### src/tpo_consts.vh
// Contract
// [RULE1] when enabled, copy both buffer halves into output latches on selected trigger
// [RULE2] when enabled, pins drive latched bit only where mask selects timed output
// [RULE3] when disabled, all six pins drive zero regardless of mask
// [RULE4] buffer write while disabled passes straight into the matching output latch
// [RULE5] buffer write while enabled reaches latches only at the next trigger
// [RULE6] software disables, sets mask, sets control, loads buffers, then enables
// [RULE7] software loads next value before the selected trigger next occurs
// [RULE8] software loads following values from the trigger event's interrupt handler
// [RULE9] software avoids triggers coinciding with enable changes or enabled buffer writes
// [RULE10] software clears enable before any channel initialization
// [RULE11] after disabling, software reloads both buffers before enabling again
// [RULE12] width zero: halves written independently, trigger select picks each half's source
// [RULE13] width one: write to either address updates both halves, one common trigger
// [RULE14] trigger sources are three compare events chosen by width and select bits
// [RULE15] software changes edge, width and select bits only while disabled
// [RULE16] trigger detected on rising or falling edge per edge-select bit
`ifndef TPO_CONSTS_VH
`define TPO_CONSTS_VH
// register word offsets (byte addresses)
`define TPO_ADDR_LOWER 4'h0
`define TPO_ADDR_UPPER 4'h4
`define TPO_ADDR_MASK 4'h8
`define TPO_ADDR_CTRL 4'hC
// control register field positions
`define TPO_CTRL_ENABLE 7
`define TPO_CTRL_EDGE 6
`define TPO_CTRL_WIDTH 5
`define TPO_CTRL_TRIGSEL 4
// reset values
`define TPO_RESET_BYTE 8'h00
`define TPO_RESET_NIBBLE 4'h0
`define TPO_RESET_MASK 6'h00
`endif

### src/tpo_edge_detect.v
`timescale 1ns/1ps
module tpo_edge_detect #(
   parameter N = 3
)(
   input wire clk_i,
   input wire rst_i,
   input wire [N-1:0] level_i,
   input wire rising_i,
   output wire [N-1:0] event_o
);
   reg [N-1:0] prev;

   // previous level; reset to zero so a high level after reset counts as a rising edge
   always @(posedge clk_i)
   begin
      if (rst_i)
         prev <= {N{1'b0}};
      else
         prev <= level_i;
   end

   // one-cycle pulse per source on the chosen edge
   genvar g;
   generate
      for (g = 0; g < N; g = g + 1)
      begin : g_edge
         assign event_o[g] = rising_i ? (level_i[g] & ~prev[g]) : (~level_i[g] & prev[g]); // [RULE16]
      end
   endgenerate
endmodule // tpo_edge_detect

### src/tpo_port.v
`timescale 1ns/1ps
`include "tpo_consts.vh"
module tpo_port (
   input wire clk_i,
   input wire rst_i,
   // classic wishbone slave
   input wire cyc_i,
   input wire stb_i,
   input wire we_i,
   input wire [3:0] adr_i,
   input wire [3:0] sel_i,
   input wire [31:0] dat_i,
   output reg [31:0] dat_o,
   output reg ack_o,
   output reg err_o,
   // timer compare events: [0]=event a, [1]=event b, [2]=event c
   input wire [2:0] compare_event_i,
   output reg [5:0] timed_output_pins_o
);
   ////////////////////////////////////////////////////////////////////////////
   reg [3:0] lower_output_buffer;
   reg [1:0] upper_output_buffer;
   reg [5:0] per_bit_output_mask;
   reg [7:0] channel_control_reg;
   reg [3:0] latch_low;
   reg [1:0] latch_high;
   wire [2:0] edge_event;
   wire channel_output_enable = channel_control_reg[`TPO_CTRL_ENABLE];
   wire trigger_edge_select = channel_control_reg[`TPO_CTRL_EDGE];
   wire width_select_bit = channel_control_reg[`TPO_CTRL_WIDTH];
   wire trigger_select_bit = channel_control_reg[`TPO_CTRL_TRIGSEL];
   wire req = cyc_i & stb_i & ~ack_o & ~err_o;
   wire wr = req & we_i & sel_i[0];
   reg hit;
   reg trig_high;
   reg trig_low;
   // next values of the registered state
   reg [3:0] next_latch_low;
   reg [1:0] next_latch_high;
   reg [5:0] next_pins;
   reg [31:0] next_dat;
   wire wr_low;
   wire wr_high;

   // address decode used by read and write paths alike
   function mapped;
      input [3:0] a;
      begin
         mapped = (a == `TPO_ADDR_LOWER) || (a == `TPO_ADDR_UPPER) ||
                  (a == `TPO_ADDR_MASK) || (a == `TPO_ADDR_CTRL);
      end
   endfunction

   // a buffer write lands in the low half from its own address, or from either one in wide mode
   function lands_low;
      input [3:0] a;
      input wide;
      begin
         lands_low = (a == `TPO_ADDR_LOWER) || (wide && (a == `TPO_ADDR_UPPER));
      end
   endfunction

   // same for the high half; only the pass-through uses it, the buffer registers decode adr_i themselves
   function lands_high;
      input [3:0] a;
      input wide;
      begin
         lands_high = (a == `TPO_ADDR_UPPER) || (wide && (a == `TPO_ADDR_LOWER));
      end
   endfunction

   // buffer write strobes for the disabled pass-through only; the buffer registers decode wr and adr_i on their own
   assign wr_low = wr & lands_low(adr_i, width_select_bit); // [RULE12] [RULE13]
   assign wr_high = wr & lands_high(adr_i, width_select_bit); // [RULE12] [RULE13]

   tpo_edge_detect #(
      .N(3)
   ) u_edge (
      .clk_i(clk_i),
      .rst_i(rst_i),
      .level_i(compare_event_i),
      .rising_i(trigger_edge_select),
      .event_o(edge_event)
   );

   ////////////////////////////////////////////////////////////////////////////
   // trigger routing: three sources, chosen by width and select bits
   always @*
   begin
      hit = mapped(adr_i);
      if (width_select_bit)
      begin
         trig_high = trigger_select_bit ? edge_event[0] : edge_event[1]; // [RULE13] [RULE14]
         trig_low = trig_high;
      end
      else
      begin
         trig_high = trigger_select_bit ? edge_event[1] : edge_event[2]; // [RULE12] [RULE14]
         trig_low = trigger_select_bit ? edge_event[0] : edge_event[1];
      end
   end

   ////////////////////////////////////////////////////////////////////////////
   // read mux; both buffer addresses read the combined six bits
   always @*
   begin
      case (adr_i)
         `TPO_ADDR_LOWER, `TPO_ADDR_UPPER:
            next_dat = {26'h000_0000, upper_output_buffer, lower_output_buffer};
         `TPO_ADDR_MASK:
            next_dat = {26'h000_0000, per_bit_output_mask};
         `TPO_ADDR_CTRL:
            next_dat = {24'h00_0000, channel_control_reg[7:4], 4'h0};
         default:
            next_dat = 32'h0000_0000;
      endcase
   end

   // bus handshake: one wait-state ack, err for unmapped addresses; the pending-answer
   // term in req keeps a held request from being taken twice
   always @(posedge clk_i)
   begin
      if (rst_i)
      begin
         ack_o <= 1'b0;
         err_o <= 1'b0;
         dat_o <= 32'h0000_0000;
      end
      else
      begin
         ack_o <= req & hit;
         err_o <= req & ~hit;
         dat_o <= next_dat;
      end
   end

   ////////////////////////////////////////////////////////////////////////////
   // software registers; width mode lets either address load both halves
   always @(posedge clk_i)
   begin
      if (rst_i)
      begin
         lower_output_buffer <= `TPO_RESET_NIBBLE;
         upper_output_buffer <= 2'b00;
         per_bit_output_mask <= `TPO_RESET_MASK;
         channel_control_reg <= `TPO_RESET_BYTE;
      end
      else if (wr)
      begin
         if (adr_i == `TPO_ADDR_LOWER && !width_select_bit)
            lower_output_buffer <= dat_i[3:0]; // [RULE12]
         else if (adr_i == `TPO_ADDR_UPPER && !width_select_bit)
            upper_output_buffer <= dat_i[5:4];
         else if (adr_i == `TPO_ADDR_LOWER || adr_i == `TPO_ADDR_UPPER)
         begin
            lower_output_buffer <= dat_i[3:0]; // [RULE13]
            upper_output_buffer <= dat_i[5:4];
         end
         else if (adr_i == `TPO_ADDR_MASK)
            per_bit_output_mask <= dat_i[5:0];
         else if (adr_i == `TPO_ADDR_CTRL)
            channel_control_reg <= {dat_i[7:4], 4'h0};
      end
   end

   ////////////////////////////////////////////////////////////////////////////
   // next latch contents: pass-through writes while disabled, triggered copy while enabled
   always @*
   begin
      next_latch_low = latch_low;
      next_latch_high = latch_high;
      if (!channel_output_enable)
      begin
         // a disabled channel ignores triggers, so a pending edge cannot disturb the preload
         if (wr_low)
            next_latch_low = dat_i[3:0]; // [RULE4]
         if (wr_high)
            next_latch_high = dat_i[5:4]; // [RULE4]
      end
      else
      begin
         // buffer writes do not touch the latches here; a write in the trigger cycle
         // loses to the old buffer value, which is why software keeps the two apart
         if (trig_low)
            next_latch_low = lower_output_buffer; // [RULE1] [RULE5]
         if (trig_high)
            next_latch_high = upper_output_buffer; // [RULE1] [RULE5]
      end
   end

   // output latches
   always @(posedge clk_i)
   begin
      if (rst_i)
      begin
         latch_low <= `TPO_RESET_NIBBLE;
         latch_high <= 2'h0;
      end
      else
      begin
         latch_low <= next_latch_low;
         latch_high <= next_latch_high;
      end
   end

   ////////////////////////////////////////////////////////////////////////////
   // pin pattern: the enable gates all six bits, the mask gates each one
   always @*
   begin
      if (!channel_output_enable)
         next_pins = 6'h00; // [RULE3]
      else
         next_pins = {latch_high, latch_low} & per_bit_output_mask; // [RULE2]
   end

   // registered pins so they never glitch on mask or enable updates; costs one cycle of latency
   always @(posedge clk_i)
   begin
      if (rst_i)
         timed_output_pins_o <= 6'h00;
      else
         timed_output_pins_o <= next_pins;
   end
endmodule // tpo_port

### config.mk
export PLATFORM = sky130hd
export DESIGN_NAME = tpo_port
export DESIGN_NICKNAME = d
export VERILOG_FILES = /design/src/tpo_edge_detect.v /design/src/tpo_port.v
export VERILOG_INCLUDE_DIRS = /design/src
export SDC_FILE = /design/constraint.sdc
export NUM_CORES = 1
export LEC_CHECK = 0
export ABC_AREA = 1
export BUFFER_PORTS_ARGS = -buffer_cell sky130_fd_sc_hd__buf_2
export CELL_PAD_IN_SITES_DETAIL_PLACEMENT = 1
export CELL_PAD_IN_SITES_GLOBAL_PLACEMENT = 1
export CORE_ASPECT_RATIO = 2
export CORE_MARGIN = 3
export CORE_UTILIZATION = 31
export DETAILED_ROUTE_END_ITERATION = 6
export GPL_ROUTABILITY_DRIVEN = 1
export GPL_TIMING_DRIVEN = 0
export PLACE_DENSITY_LB_ADDON = 0.05
export SLEW_MARGIN = 30
export SYNTH_ARGS = -nofsm -noshare
export SYNTH_HDL_FRONTEND = slang
export SYNTH_SLANG_ARGS = --single-unit
export TNS_END_PERCENT = 10
### constraint.sdc
create_clock -name clk_i -period 3.16 [get_ports clk_i]
set_clock_uncertainty 0.2 [all_clocks]
set_input_delay 0.158 -clock clk_i [delete_from_list [all_inputs] [get_ports clk_i]]
set_output_delay 0.158 -clock clk_i [all_outputs]
set_load 0.01 [all_outputs]
==> results.md <==
* Antenna viol nets, final at 0
* Post-route cell area at between 2000 and 2500 um2
* Clock transition at the registers of the reported paths at ~0.080 ns
* Synth Register Bits at between 40 and 50
* Period utilisation layout at about 77%
* Post-synth top area share at 45.02%
* CP delay by family, top: buffers and inverters
* Diode count at 0
* Largest incremental delay on the critical path at between 0.6 and 0.7 ns
* Grt ovf at 0
* Die Span Y at 114.5 um
* Final setup violation count at 0
* GRT Total Usage at between 15 and 20%
* Largest net degree at the start of global routing at 14
* Initial drt markers at just over 40
* Min cycle time layout at between 2 and 2.5 ns
* Critical Path AT at between 2 and 2.5 ns
* GRT busiest layer: met2
* Layout Area Growth over Synthesis at 34.11%
* Grt met3 use at between 3 and 4%
* Vias per cell at 4.565
* Die width at ~60 um
* Final Hold Fails at 0
* Synth Warn # at 0
* RSZ-0062 raised after global routing: no
* Met1 usage at 12.98%
* Worst skew pair latency at about 0.30 ns
* Max Slew Vio Count at 0
* P per Cell Area at 440.7 nW/um2
* GPL Wtd Cong at 0.7432
* Async set-reset flop share out of synthesis at 0%
* Biggest register: dat_o
* Most frequent cell after synthesis: nand2_1
* Clock sink count at 41
* Slowest CP cell: dlygate4sd3_1
* Num ports at between 80 and 90
* Post-synthesis mux area share at under 10%
* CTS tree: yes
* Post-synthesis sequential area ratio at between 40% and 50%
* Dominant synthesized flop cell: dfxtp_1
* Post-Layout Cell Count at approximately 380
* Fin util at a little over two fifths
* Initial antenna violation count at 0
* WP data required at ~3.1 ns
* Die ar. at 6893 um2
* Htree depth at 2
* Post-synth EDFFs at 0
* # rows at 38
* Post-synthesis adder-cell area fraction at 0%
* Met2 Usage GRT at between 30% and 40%
* Type of the tightest min-delay check: in -> reg
* Max FFs per register at 8
* Largest family of logic cells by synthesized area: simple AND/OR/NAND/NOR gates
* Worst Setup End Kind: register
* Largest registers: dat_o: 8 flops, per_bit_output_mask: 6 flops, timed_output_pins_o: 6 flops
* Area contributors post-synth: dfxtp_1 (45%), buf_4 (9.9%), nand2_1 (9.1%)
* First-pass GRT wire length at a little over 8000 um
* Crit-path cells: dlygate4sd3_1, buf_2, nor2_4, dlygate4sd3_1, inv_2, nor2_8, o211ai_4, nand2_2, nand2_1, nand2_1, a21oi_1
* Core Area at 5563 um2
* Kind of critical path: in -> reg
* Syn Inst Count at 234
* Starting Density at roughly a third
* Yosys top cell by area: dfxtp_1
* I/O Buffers at 36
* Max clock buf depth at 2
* Synth Area in Compound Gates at 14.21%
* Post-DP HPWL at slightly below 4000 um
* Worst slew margin relative to its limit at approximately 60%
* WL final at roughly 5100 um
* Placed Area at approximately 2200 um2
* CP Buf/Inv Count at 4
* Vias in the first global route at ~1800
* First-pass DRT Iterations at 4
* Vias at 1721
* Clock root cell: clkbuf_8
* TritonCTS buffer count at 5
* Reg2Reg Setup Slack at 1.42 ns
* Drt wl/cell at 13.58 um
* Fin nets at ~360
* Cell count after placement at approximately 350
* Synthesized area per cell at 7.791 um2
* Cell Area, Synth at between 1500 and 2000 um2
* Share of cells above drive strength 1 at about 26%
* Static leakage at around 1.1 nW
* Post-synthesis cell type count at 27
* CP Launch Type: input pin
* Worst vdd ir at 340.7 uV
* Setup_tns at 0 ns
* Max-Cap Viols at 0
* Hold slack at roughly 0.0029 ns
* Slew @ Worst Pin at a little over 0.6 ns
* CP Max Fanout at 9
* DRC at 0
* Post-Synth Simple-Gate Area at between 20% and 30%
* Post-synthesis xor/xnor area fraction at 0%
* Commonest cells post-synth: nand2_1 (44), dfxtp_1 (41), buf_4 (24), nor2_1 (24), inv_1 (22)
* FMAX at a little over 0.4 GHz
* Status: finished, final reports clean
routing by layer:
metal	share of wire, %	up-vias
li1	-	869
met2	62	34
met1	31	811
met3	3.9	7
met5	0	-
met4	2.6	0
cell families after synthesis:
logic type | after synthesis
AO/OA/AOI/OAI | 43
buffers and inverters | 55
flip-flops | 41
multiplexers | 2
other | 1
AND/OR/NAND/NOR | 92
worst reg2reg max path, delay by kind of cell, from the launching register on:
kind | cells | cell delay (ns)
compound gates | 2 | 0.34
simple gates | 4 | 0.77
flops | 1 | 0.31
placed cells by master, fill, tap and decap left out:
| master | synthesis | final |
|---|---|---|
| a211oi_1 | 5 | 5 |
| a211oi_2 | 1 | 1 |
| a21oi_1 | 19 | 19 |
| buf_2 | 2 | 38 |
| buf_4 | 24 | 24 |
| buf_6 | 1 | 1 |
| bufinv_16 | 0 | 1 |
| clkbuf_1 | 3 | 3 |
| clkbuf_8 | 0 | 6 |
| clkinv_1 | 1 | 1 |
| clkinvlp_4 | 0 | 1 |
| conb_1 | 1 | 24 |
| dfxtp_1 | 41 | 41 |
| dlygate4sd3_1 | 0 | 16 |
| inv_1 | 22 | 22 |
| inv_2 | 2 | 2 |
| mux2i_1 | 2 | 2 |
| nand2_1 | 44 | 44 |
| nand2_2 | 2 | 2 |
| nand3_1 | 15 | 15 |
| nand3_2 | 1 | 1 |
| nand4_1 | 2 | 2 |
| nor2_1 | 24 | 24 |
| nor2_4 | 2 | 2 |
| nor2_8 | 1 | 1 |
| nor3_1 | 1 | 1 |
| o211ai_4 | 1 | 1 |
| o21a_1 | 1 | 1 |
| o21ai_0 | 14 | 14 |
| o221ai_1 | 1 | 1 |
| o22ai_1 | 1 | 1 |
metrics by stage:
step                worst slack [ns]  power [mW]
global placement               1.485      0.6253
detailed placement             1.416      0.6266
floorplan                      1.662      0.5960
global route                  0.6181       1.122
finish                        0.7398       1.078
CTS                           0.7334       1.095
timing repair:
item,4_1_cts,5_1_grt
hold endpoints to repair,18,0
hold buffers,16,0
gates resized for setup,0,0
buffers inserted,0,0
final cells by class:
class	instances	area, um2
Clock inverter	2	37.54
Clock buffer	6	82.58
Fill cell	714	3118
Multi-Input combinational cell	161	782.0
Buffer	30	212.7
Sequential cell	41	820.8
Tap cell	60	75.07
Timing Repair Buffer	52	340.3
Inverter	25	93.84
path summary, 6_finish.rpt:
check,end,start,cells past startpoint
max,latch_low[1],adr_i[0],11
min,channel_control_reg[6],dat_i[6],3
max reg2reg,channel_control_reg[6],ack_o,6
min reg2reg,timed_output_pins_o[4],latch_high[0],2
where the power goes:
| group | total (mW) | switching [mW] | internal, mW |
|---|---|---|---|
| Clock | 0.448 | 0.191 | 0.257 |
| Sequential | 0.522 | 0.00180 | 0.520 |
| Combinational | 0.108 | 0.0571 | 0.0512 |
Power figures use the tool's default switching activity.
